`src/jrlc_pkg.sv`:
```
// Constants for the receive link configuration block.
// Assumes a byte-wide register map reached by a serial port with a 15-bit address.
package jrlc_pkg;

    // Serial frame: 16 instruction bits (read flag plus address), then 8 data bits
    localparam logic [4:0] JRLC_INSTR_BITS = 5'h10;
    localparam logic [4:0] JRLC_FRAME_BITS = 5'h18;
    localparam int JRLC_READ_FLAG = 15;

    // Register offsets
    localparam logic [14:0] JRLC_OFS_CHECK_STATUS = 15'h0030;
    localparam logic [14:0] JRLC_OFS_SYNC_POWERDOWN = 15'h0203;
    localparam logic [14:0] JRLC_OFS_LINK_SELECT = 15'h0300;
    localparam logic [14:0] JRLC_OFS_LANE_COUNT = 15'h0453;
    localparam logic [14:0] JRLC_OFS_OCTETS_M1 = 15'h0454;
    localparam logic [14:0] JRLC_OFS_FRAMES_M1 = 15'h0455;
    localparam logic [14:0] JRLC_OFS_CONVERTERS_M1 = 15'h0456;
    localparam logic [14:0] JRLC_OFS_RESOLUTION = 15'h0457;
    localparam logic [14:0] JRLC_OFS_SUBCLASS = 15'h0458;
    localparam logic [14:0] JRLC_OFS_VERSION = 15'h0459;
    localparam logic [14:0] JRLC_OFS_DENSITY = 15'h045A;
    localparam logic [14:0] JRLC_OFS_DESKEW = 15'h046C;
    localparam logic [14:0] JRLC_OFS_OCTETS_DIRECT = 15'h0476;
    localparam logic [14:0] JRLC_OFS_CAPTURE = 15'h047D;

    // Slots of the per-link register copy
    localparam int JRLC_LINK_REGS = 11;
    localparam logic [3:0] JRLC_IDX_LANE_COUNT = 4'h0;
    localparam logic [3:0] JRLC_IDX_OCTETS_M1 = 4'h1;
    localparam logic [3:0] JRLC_IDX_FRAMES_M1 = 4'h2;
    localparam logic [3:0] JRLC_IDX_CONVERTERS_M1 = 4'h3;
    localparam logic [3:0] JRLC_IDX_RESOLUTION = 4'h4;
    localparam logic [3:0] JRLC_IDX_SUBCLASS = 4'h5;
    localparam logic [3:0] JRLC_IDX_VERSION = 4'h6;
    localparam logic [3:0] JRLC_IDX_DENSITY = 4'h7;
    localparam logic [3:0] JRLC_IDX_DESKEW = 4'h8;
    localparam logic [3:0] JRLC_IDX_OCTETS_DIRECT = 4'h9;
    localparam logic [3:0] JRLC_IDX_CAPTURE = 4'hA;
    localparam logic [3:0] JRLC_IDX_NONE = 4'hF;

    // Field positions
    localparam int JRLC_DUAL_BIT = 3;
    localparam int JRLC_PAGE_BIT = 2;
    localparam logic [7:0] JRLC_LINK_SELECT_MASK = 8'h0C;
    localparam int JRLC_POWERDOWN_BIT = 0;
    localparam int JRLC_SCRAMBLE_BIT = 7;
    localparam int JRLC_HIGH_DENSITY_BIT = 7;
    localparam int JRLC_ST_DELAY_BIT = 5;
    localparam int JRLC_ST_COMBO_BIT = 3;
    localparam int JRLC_ST_FRAMES_BIT = 2;
    localparam int JRLC_ST_SUBCLASS_BIT = 1;

    // Legal field values
    localparam logic [4:0] JRLC_FRAMES_16 = 5'h0F;
    localparam logic [4:0] JRLC_FRAMES_32 = 5'h1F;
    localparam logic [2:0] JRLC_SUBCLASS_MAX = 3'h1;

    // Reset values
    localparam logic [7:0] JRLC_RESET_BYTE = 8'h00;

    // Supported modes 0..7, 9, 10 as {L-1, M-1, S-1, F-1}, one nibble each
    localparam int JRLC_MODES = 10;
    localparam logic [JRLC_MODES-1:0][15:0] JRLC_MODE_LMSF = {
        16'h0001, 16'h1000, 16'h0103, 16'h1101, 16'h3111,
        16'h3100, 16'h1303, 16'h3301, 16'h7311, 16'h7300};
    // Modes usable with two links: 4 and up
    localparam logic [JRLC_MODES-1:0] JRLC_MODE_DUAL_OK = 10'h3F0;

endpackage

```
`src/jrlc_link_config.sv`:
```
// Receive link configuration registers, legality checks and lane controls.
// Assumes serial port pins already synchronous to clk; sclk idles low, data on rising edge.
//
// Behaviour
// - Dual-link select bit high runs two links; low runs one link.
// - Single link accepts modes 0 to 7, 9 and 10; dual link only modes 4 to 7, 9 and 10.
// - Page bit steers per-link parameter writes to link 1, else link 0.
// - Power-down bit turns off the second link's sync request output buffer.
// - Status bit flags an illegal multiframe clock delay.
// - Status bit flags an unsupported lane, converter, octet and sample combination.
// - Status bit flags an illegal frames-per-multiframe value.
// - Status bit flags an illegal subclass version.
// - Deskew bit x enables deskew of lane x; unused lanes cleared by software.
// - Capture bit x lets lane x capture data; set after deskew.
// - Lane-count register bit 7 enables descrambling.
// - Lane-count field holds lanes minus one.
// - Octets field holds octets per frame minus one.
// - Direct octets field holds octets per frame, consistent with minus-one field.
// - Multiframe field holds frames minus one; 0x0F and 0x1F are legal, but one octet per frame needs 0x1F.
// - Converter field holds converters minus one.
// - Subclass field selects subclass 0 or 1; sample bits field fixed.
// - Version field one means the B revision; low field samples minus one.
// - Density bit 7 selects high-density format; control-words field stays zero.
`timescale 1ns/1ps

module jrlc_link_config (
    input wire logic clk,
    input wire logic rst_n,
    input wire logic ce,
    input wire logic csb_n,
    input wire logic sclk,
    input wire logic sdi,
    input wire logic [4:0] multiframeClockDelay,
    output logic sdo,
    output logic sdoOe_n,
    output logic dualLinkMode,
    output logic secondLinkSyncOutBufferOn,
    output logic [1:0] descrambleEnable,
    output logic [15:0] laneDeskewEnable,
    output logic [15:0] laneCaptureEnable,
    output logic [1:0] highDensityFormat,
    output logic [1:0] subclassOne,
    output logic [7:0] configCheckStatus
);

    typedef struct packed {
        logic sclkPrev;
        logic [4:0] bitCount;
        logic [15:0] instr;
        logic [7:0] dataIn;
        logic [7:0] shiftOut;
        logic reading;
        logic sdo;
        logic sdoOe_n;
        logic [7:0] syncPowerdown;
        logic [7:0] linkSelect;
        logic [1:0][jrlc_pkg::JRLC_LINK_REGS-1:0][7:0] linkRegs;
        logic [7:0] status;
        logic dual;
        logic syncBufferOn;
        logic [1:0] descramble;
        logic [15:0] deskew;
        logic [15:0] capture;
        logic [1:0] highDensity;
        logic [1:0] subclass;
    } jrlc_state_type;

    localparam jrlc_state_type JRLC_STATE_RESET = '{
        sclkPrev: 1'b0,
        bitCount: 5'h00,
        instr: 16'h0000,
        dataIn: jrlc_pkg::JRLC_RESET_BYTE,
        shiftOut: jrlc_pkg::JRLC_RESET_BYTE,
        reading: 1'b0,
        sdo: 1'b0,
        sdoOe_n: 1'b1,
        syncPowerdown: jrlc_pkg::JRLC_RESET_BYTE,
        linkSelect: jrlc_pkg::JRLC_RESET_BYTE,
        linkRegs: '0,
        status: jrlc_pkg::JRLC_RESET_BYTE,
        dual: 1'b0,
        syncBufferOn: 1'b1,
        descramble: 2'h0,
        deskew: 16'h0000,
        capture: 16'h0000,
        highDensity: 2'h0,
        subclass: 2'h0
    };

    jrlc_state_type state;
    jrlc_state_type next_state;

    // Slot of a per-link register, or none
    function automatic logic [3:0] jrlcLinkIndex(input logic [14:0] addr);
        logic [3:0] idx;
        idx = jrlc_pkg::JRLC_IDX_NONE;
        if (addr == jrlc_pkg::JRLC_OFS_LANE_COUNT) begin
            idx = jrlc_pkg::JRLC_IDX_LANE_COUNT;
        end else if (addr == jrlc_pkg::JRLC_OFS_OCTETS_M1) begin
            idx = jrlc_pkg::JRLC_IDX_OCTETS_M1;
        end else if (addr == jrlc_pkg::JRLC_OFS_FRAMES_M1) begin
            idx = jrlc_pkg::JRLC_IDX_FRAMES_M1;
        end else if (addr == jrlc_pkg::JRLC_OFS_CONVERTERS_M1) begin
            idx = jrlc_pkg::JRLC_IDX_CONVERTERS_M1;
        end else if (addr == jrlc_pkg::JRLC_OFS_RESOLUTION) begin
            idx = jrlc_pkg::JRLC_IDX_RESOLUTION;
        end else if (addr == jrlc_pkg::JRLC_OFS_SUBCLASS) begin
            idx = jrlc_pkg::JRLC_IDX_SUBCLASS;
        end else if (addr == jrlc_pkg::JRLC_OFS_VERSION) begin
            idx = jrlc_pkg::JRLC_IDX_VERSION;
        end else if (addr == jrlc_pkg::JRLC_OFS_DENSITY) begin
            idx = jrlc_pkg::JRLC_IDX_DENSITY;
        end else if (addr == jrlc_pkg::JRLC_OFS_DESKEW) begin
            idx = jrlc_pkg::JRLC_IDX_DESKEW;
        end else if (addr == jrlc_pkg::JRLC_OFS_OCTETS_DIRECT) begin
            idx = jrlc_pkg::JRLC_IDX_OCTETS_DIRECT;
        end else if (addr == jrlc_pkg::JRLC_OFS_CAPTURE) begin
            idx = jrlc_pkg::JRLC_IDX_CAPTURE;
        end
        return idx;
    endfunction

    // Legality of one link's parameters: {delay, combination, frames, subclass}
    function automatic logic [3:0] jrlcCheck(
        input logic [jrlc_pkg::JRLC_LINK_REGS-1:0][7:0] r,
        input logic [4:0] delay,
        input logic dual
    );
        logic comboOk;
        logic framesBad;
        logic [4:0] frames;
        logic [15:0] entry;
        comboOk = 1'b0;
        frames = r[jrlc_pkg::JRLC_IDX_FRAMES_M1][4:0];
        for (int m = 0; m < jrlc_pkg::JRLC_MODES; m++) begin
            entry = jrlc_pkg::JRLC_MODE_LMSF[m];
            if (jrlc_pkg::JRLC_MODE_DUAL_OK[m] || !dual) begin
                if (r[jrlc_pkg::JRLC_IDX_LANE_COUNT][4:0] == {1'b0, entry[15:12]}
                    && r[jrlc_pkg::JRLC_IDX_CONVERTERS_M1] == {4'h0, entry[11:8]}
                    && r[jrlc_pkg::JRLC_IDX_VERSION][4:0] == {1'b0, entry[7:4]}
                    && r[jrlc_pkg::JRLC_IDX_OCTETS_M1] == {4'h0, entry[3:0]}) begin
                    comboOk = 1'b1;
                end
            end
        end
        // Direct octet count must agree, else the deframer sees two frame sizes
        if (r[jrlc_pkg::JRLC_IDX_OCTETS_DIRECT] != 8'(r[jrlc_pkg::JRLC_IDX_OCTETS_M1] + 8'h01)) begin
            comboOk = 1'b0;
        end
        framesBad = !(frames == jrlc_pkg::JRLC_FRAMES_16 || frames == jrlc_pkg::JRLC_FRAMES_32);
        // One octet per frame forces 32 frames per multiframe
        if (r[jrlc_pkg::JRLC_IDX_OCTETS_M1] == 8'h00 && frames != jrlc_pkg::JRLC_FRAMES_32) begin
            framesBad = 1'b1;
        end
        return {delay > frames,
                !comboOk,
                framesBad,
                r[jrlc_pkg::JRLC_IDX_SUBCLASS][7:5] > jrlc_pkg::JRLC_SUBCLASS_MAX};
    endfunction

    // Register read; unmapped offsets read zero
    function automatic logic [7:0] jrlcReadByte(input logic [14:0] addr, input jrlc_state_type s);
        logic [7:0] data;
        logic [3:0] idx;
        data = 8'h00;
        idx = jrlcLinkIndex(addr);
        if (addr == jrlc_pkg::JRLC_OFS_CHECK_STATUS) begin
            data = s.status;
        end else if (addr == jrlc_pkg::JRLC_OFS_SYNC_POWERDOWN) begin
            data = s.syncPowerdown;
        end else if (addr == jrlc_pkg::JRLC_OFS_LINK_SELECT) begin
            data = s.linkSelect;
        end else if (idx != jrlc_pkg::JRLC_IDX_NONE) begin
            data = s.linkRegs[s.linkSelect[jrlc_pkg::JRLC_PAGE_BIT]][idx];
        end
        return data;
    endfunction

    always_comb begin
        logic [15:0] newInstr;
        logic [7:0] newData;
        logic [3:0] idx;
        logic page;
        logic [3:0] chk0;
        logic [3:0] chk1;
        logic [3:0] err;
        next_state = state;
        newInstr = {state.instr[14:0], sdi};
        newData = {state.dataIn[6:0], sdi};
        page = state.linkSelect[jrlc_pkg::JRLC_PAGE_BIT];
        idx = jrlcLinkIndex(state.instr[14:0]);
        next_state.sclkPrev = sclk;

        if (csb_n) begin
            next_state.bitCount = 5'h00;
            next_state.reading = 1'b0;
            next_state.sdo = 1'b0;
            next_state.sdoOe_n = 1'b1;
        end else if (sclk && !state.sclkPrev) begin
            if (state.bitCount < jrlc_pkg::JRLC_INSTR_BITS) begin
                next_state.instr = newInstr;
            end else if (state.bitCount < jrlc_pkg::JRLC_FRAME_BITS) begin
                next_state.dataIn = newData;
            end
            if (state.bitCount == jrlc_pkg::JRLC_INSTR_BITS - 5'h01
                && newInstr[jrlc_pkg::JRLC_READ_FLAG]) begin
                next_state.reading = 1'b1;
                next_state.shiftOut = jrlcReadByte(newInstr[14:0], state);
            end
            if (state.bitCount == jrlc_pkg::JRLC_FRAME_BITS - 5'h01
                && !state.instr[jrlc_pkg::JRLC_READ_FLAG]) begin
                if (state.instr[14:0] == jrlc_pkg::JRLC_OFS_SYNC_POWERDOWN) begin
                    next_state.syncPowerdown = {7'h00, newData[jrlc_pkg::JRLC_POWERDOWN_BIT]};
                end else if (state.instr[14:0] == jrlc_pkg::JRLC_OFS_LINK_SELECT) begin
                    next_state.linkSelect = newData & jrlc_pkg::JRLC_LINK_SELECT_MASK;
                end else if (idx != jrlc_pkg::JRLC_IDX_NONE) begin
                    next_state.linkRegs[page][idx] = newData;
                end
            end
            // Frames longer than one byte are ignored past the first data byte
            if (state.bitCount < jrlc_pkg::JRLC_FRAME_BITS) begin
                next_state.bitCount = state.bitCount + 5'h01;
            end
        end else if (!sclk && state.sclkPrev && state.reading
                     && state.bitCount >= jrlc_pkg::JRLC_INSTR_BITS
                     && state.bitCount < jrlc_pkg::JRLC_FRAME_BITS) begin
            next_state.sdo = state.shiftOut[7];
            next_state.shiftOut = {state.shiftOut[6:0], 1'b0};
            next_state.sdoOe_n = 1'b0;
        end

        // Status tracks the current parameters every cycle, so it clears by itself
        next_state.dual = next_state.linkSelect[jrlc_pkg::JRLC_DUAL_BIT];
        chk0 = jrlcCheck(next_state.linkRegs[0], multiframeClockDelay, next_state.dual);
        chk1 = jrlcCheck(next_state.linkRegs[1], multiframeClockDelay, next_state.dual);
        err = chk0 | (next_state.dual ? chk1 : 4'h0);
        next_state.status = 8'h00;
        next_state.status[jrlc_pkg::JRLC_ST_DELAY_BIT] = err[3];
        next_state.status[jrlc_pkg::JRLC_ST_COMBO_BIT] = err[2];
        next_state.status[jrlc_pkg::JRLC_ST_FRAMES_BIT] = err[1];
        next_state.status[jrlc_pkg::JRLC_ST_SUBCLASS_BIT] = err[0];

        next_state.syncBufferOn = !next_state.syncPowerdown[jrlc_pkg::JRLC_POWERDOWN_BIT];
        for (int k = 0; k < 2; k++) begin
            // Link 1 controls stay off in single-link use
            if (k == 0 || next_state.dual) begin
                next_state.descramble[k] =
                    next_state.linkRegs[k][jrlc_pkg::JRLC_IDX_LANE_COUNT][jrlc_pkg::JRLC_SCRAMBLE_BIT];
                next_state.deskew[k*8 +: 8] = next_state.linkRegs[k][jrlc_pkg::JRLC_IDX_DESKEW];
                next_state.capture[k*8 +: 8] = next_state.linkRegs[k][jrlc_pkg::JRLC_IDX_CAPTURE];
                next_state.highDensity[k] =
                    next_state.linkRegs[k][jrlc_pkg::JRLC_IDX_DENSITY][jrlc_pkg::JRLC_HIGH_DENSITY_BIT];
                next_state.subclass[k] =
                    next_state.linkRegs[k][jrlc_pkg::JRLC_IDX_SUBCLASS][7:5] == 3'h1;
            end else begin
                next_state.descramble[k] = 1'b0;
                next_state.deskew[k*8 +: 8] = 8'h00;
                next_state.capture[k*8 +: 8] = 8'h00;
                next_state.highDensity[k] = 1'b0;
                next_state.subclass[k] = 1'b0;
            end
        end
    end

    // Reset waits for the enable too, so a frozen block keeps every register
    always_ff @(posedge clk) begin
        if (ce) begin
            if (!rst_n) begin
                state <= JRLC_STATE_RESET;
            end else begin
                state <= next_state;
            end
        end
    end

    assign sdo = state.sdo;
    assign sdoOe_n = state.sdoOe_n;
    assign dualLinkMode = state.dual;
    assign secondLinkSyncOutBufferOn = state.syncBufferOn;
    assign descrambleEnable = state.descramble;
    assign laneDeskewEnable = state.deskew;
    assign laneCaptureEnable = state.capture;
    assign highDensityFormat = state.highDensity;
    assign subclassOne = state.subclass;
    assign configCheckStatus = state.status;

endmodule

```
`config.mk`:
```
export PLATFORM = sky130hd
export DESIGN_NAME = jrlc_link_config
export DESIGN_NICKNAME = d
export VERILOG_FILES = /design/src/jrlc_pkg.sv /design/src/jrlc_link_config.sv
export SDC_FILE = /design/constraint.sdc
export NUM_CORES = 1
export LEC_CHECK = 0
export BUFFER_PORTS_ARGS = -buffer_cell sky130_fd_sc_hd__buf_4
export CAP_MARGIN = 10
export CORE_ASPECT_RATIO = 0.7
export CORE_MARGIN = 10
export CORE_UTILIZATION = 49
export CTS_CLUSTER_SIZE = 20
export DETAILED_ROUTE_END_ITERATION = 16
export HOLD_SLACK_MARGIN = 0.03
export PLACE_DENSITY = 0.68
export SLEW_MARGIN = 25
export SYNTH_ARGS = -nofsm -noshare
export SYNTH_HDL_FRONTEND = slang
export SYNTH_SLANG_ARGS = --single-unit
export TNS_END_PERCENT = 1
```
`constraint.sdc`:
```
create_clock -name clk -period 7.18 [get_ports clk]
set_clock_uncertainty 0.1 [all_clocks]
set_input_delay 1.436 -clock clk [delete_from_list [all_inputs] [get_ports clk]]
set_output_delay 1.436 -clock clk [all_outputs]
set_load 0.01 [all_outputs]
```
==> flow_summary.json <==
{
  "drtPass1Iterations": 8,
  "max-vdd-ir-drop_uv": 132,
  "fmax_mhz": 196,
  "r2r_setup_slack_ps": 2300,
  "ys.flop_type": "edfxtp_1",
  "totalWireLength_um": 49600,
  "syn_avg_cell_area_um2": 10.2,
  "wl_per_cell_um": 25.9,
  "crit_fanout": 10,
  "syn_area_um2": 15500,
  "clock_path_buffers": 3,
  "overflow": 0,
  "rsz0062_at_grt": "no",
  "cts_max_level": 1,
  "via_per_inst": 6.54,
  "cts.sinks": 244,
  "final_nets": 1507,
  "ios": 61,
  "initial_core_util": 0.497,
  "holdPathEnd": "sdo",
  "worst_pin_slew_ps": 1080,
  "synth.distinct_cells": 91,
  "comb_power_share": 0.097,
  "path_cells": "buf_4 -> nor4b_4 -> nand2_2 -> nor4_2 -> mux2i_1 -> inv_1 -> ha_1 -> o21ai_0 -> a21oi_1 -> nand4_1 -> a2111o_1 -> a21oi_1 -> a31oi_1 -> o41a_1",
  "slew_viol_final": 0,
  "place_hpwl_um": 34200,
  "antenna_cells": 0,
  "whs_path_depth": 1,
  "crit_family": "simple AND/OR/NAND/NOR gates",
  "final_cell_area_um2": 16900,
  "p_per_area_nw_per_um2": 209,
  "grt_usage": 0.246,
  "p_int_w": 0.00262,
  "synth_enable_flop_cells": 244,
  "port_buffers": 56,
  "r2r_cells": 13,
  "post_dp_cell_area_um2": 15900,
  "first_global_vias": 11600,
  "layout_min_cycle_time_ps": 5110,
  "cts_tree": "yes",
  "clock_latency_ps": 570,
  "maxCapViolations": 0,
  "cp.required_ps": 7410,
  "worst_r2r_endpoint": "configCheckStatus[3]",
  "area_growth_pct": 9.00,
  "p_switching_w": 0.000914,
  "p_leak_nw": 6.06,
  "async_reset_ff_frac": 0,
  "final_cell_mix": "244 x edfxtp_1, 190 x nor2_1, 181 x nand2_1",
  "fp.dieArea_um2": 39300,
  "slowest_delay_ps": 710,
  "clk_pin_slew_worst_paths_ps": 80,
  "power.total_w": 0.00354,
  "critPathArrivalTime_ps": 5340,
  "synth_warnings": 0,
  "cts_setup_buffers": 0,
  "ys_seq_area_frac": 0.472,
  "numCtsBuffers": 26,
  "grt_pass1_wl_um": 74400,
  "fin_tns_setup_ps": 0,
  "run_status": "complete, no violations",
  "layout-drive-gt1-share": 0.137,
  "endpoint_kind": "flop",
  "layout_commonest_cell": "edfxtp_1",
  "crit_buf_inv": 2,
  "timing.rr.start": "state[226]",
  "relSlewSlack": 0.270,
  "holdCritPathClass": "reg -> reg",
  "fill_cells": 2764,
  "finalSetupViolations": 0,
  "utilization": 0.542,
  "cts-root-buf": "clkbuf_16",
  "grt_max_degree": 90,
  "die_w_um": 233,
  "cts_resized": 0,
  "rows": 54,
  "synth_cells": 1519,
  "period_share": 0.712,
  "holdCritStartpoint": "state[250]",
  "ant_nets": 0,
  "first_iter_violations": 1939,
  "whs_ps": 415,
  "cp_common_cell": "a21oi_1",
  "pwr-share-clk": 0.414,
  "antenna_found_initial": 0,
  "core_area_um2": 31200,
  "hold_viol_final": 0,
  "vias": 12500,
  "globalplace.congestion": 1.05,
  "die_h_um": 169,
  "slowest_stage": "nor4_2",
  "synth-seq-cells": 244,
  "pwr-share-seq": 0.489,
  "p_sw_frac": 0.259,
  "drc": 0,
  "timing_worst_setup_path_type": "in -> reg",
  "cp-start-kind": "input port",
  "hold_buffers": 0
}
==> registers in the layout, indices dropped and copies added (netlist names) <==
register / count
descrambleEnable: 2
secondLinkSyncOutBufferOn: 1
state: 200
sdoOe_n: 1
subclassOne: 2
laneDeskewEnable: 16
highDensityFormat: 1
configCheckStatus: 4
laneCaptureEnable: 16
sdo: 1
==> synth_stat cells (23+ instances only) <==
cell type / number / share of area
mux4_2: 37 / 0.054
nand3_1: 48 / 0.015
buf_2: 23 / 0.0074
buf_4: 46 / 0.022
nor3_1: 47 / 0.015
a21oi_1: 115 / 0.037
nor2_1: 190 / 0.046
o21ai_0: 32 / 0.010
edfxtp_1: 244 / 0.47
mux2i_1: 127 / 0.082
and2_1: 27 / 0.011
inv_1: 26 / 0.0063
clkbuf_1: 71 / 0.017
nand2_1: 181 / 0.044
==> per-stage QoR <==
step | instances | setup slack (ps)
6_report | 1918 | 2070
5_1_grt | 1918 | 1920
4_1_cts | 1915 | 2210
3_5_place_dp | 1867 | 1640
3_3_place_gp | 1866 | 1660
2_1_floorplan | 1522 | 1320
==> logic make-up (layout without fill, tap and decap cells) <==
logic type	count (synthesis)	in the layout	share of synthesized area
compound gates	236	236	0.0939
xor+xnor	31	31	0.0175
mux	169	169	0.139
flops	244	244	0.472
fa+ha+maj	18	18	0.0145
simple gates	638	638	0.204
other cells	1	4	0.000241
buf+inv	182	158	0.0587
==> worst max-delay path by stage <==
stage               start                   end  slack [ps]  cells past startpoint
floorplan           csb_n            state[101]        1320                      5
global placement    csb_n  configCheckStatus[5]        1660                     15
detailed placement  csb_n  configCheckStatus[3]        1640                     14
CTS                 csb_n  configCheckStatus[3]        2210                     14
global route        csb_n  configCheckStatus[3]        1920                     14
finish              csb_n  configCheckStatus[3]        2070                     14
==> area by class of cell <==
cell class,instances,area [um^2],area share
multi-input cells,1096,7380,0.436
clock buffers,26,651,0.0384
clock inverters,22,259,0.0153
flip-flops and latches,244,7330,0.433
repair buffers,82,677,0.0400
inverters,28,108,0.00636
well taps,420,526,0.0310
==> routing by layer <==
metal,vias up,global-route usage,share of wire
li1,5473,-,-
met1,6159,0.364,0.43
met2,813,0.345,0.42
met3,95,0.0631,0.13
met4,0,0.0690,0.027
met5,-,0,0
==> power groups by stage <==
stage	Sequential, W	Clock [W]	Combinational [W]
finish	0.00173	0.00146	0.000343
global route	0.00173	0.00153	0.000371
CTS	0.00173	0.00148	0.000334
detailed placement	0.00176	0	0.000332
global placement	0.00175	0	0.000327
floorplan	0.00171	0	0.000236
Power figures use the tool's default switching activity.
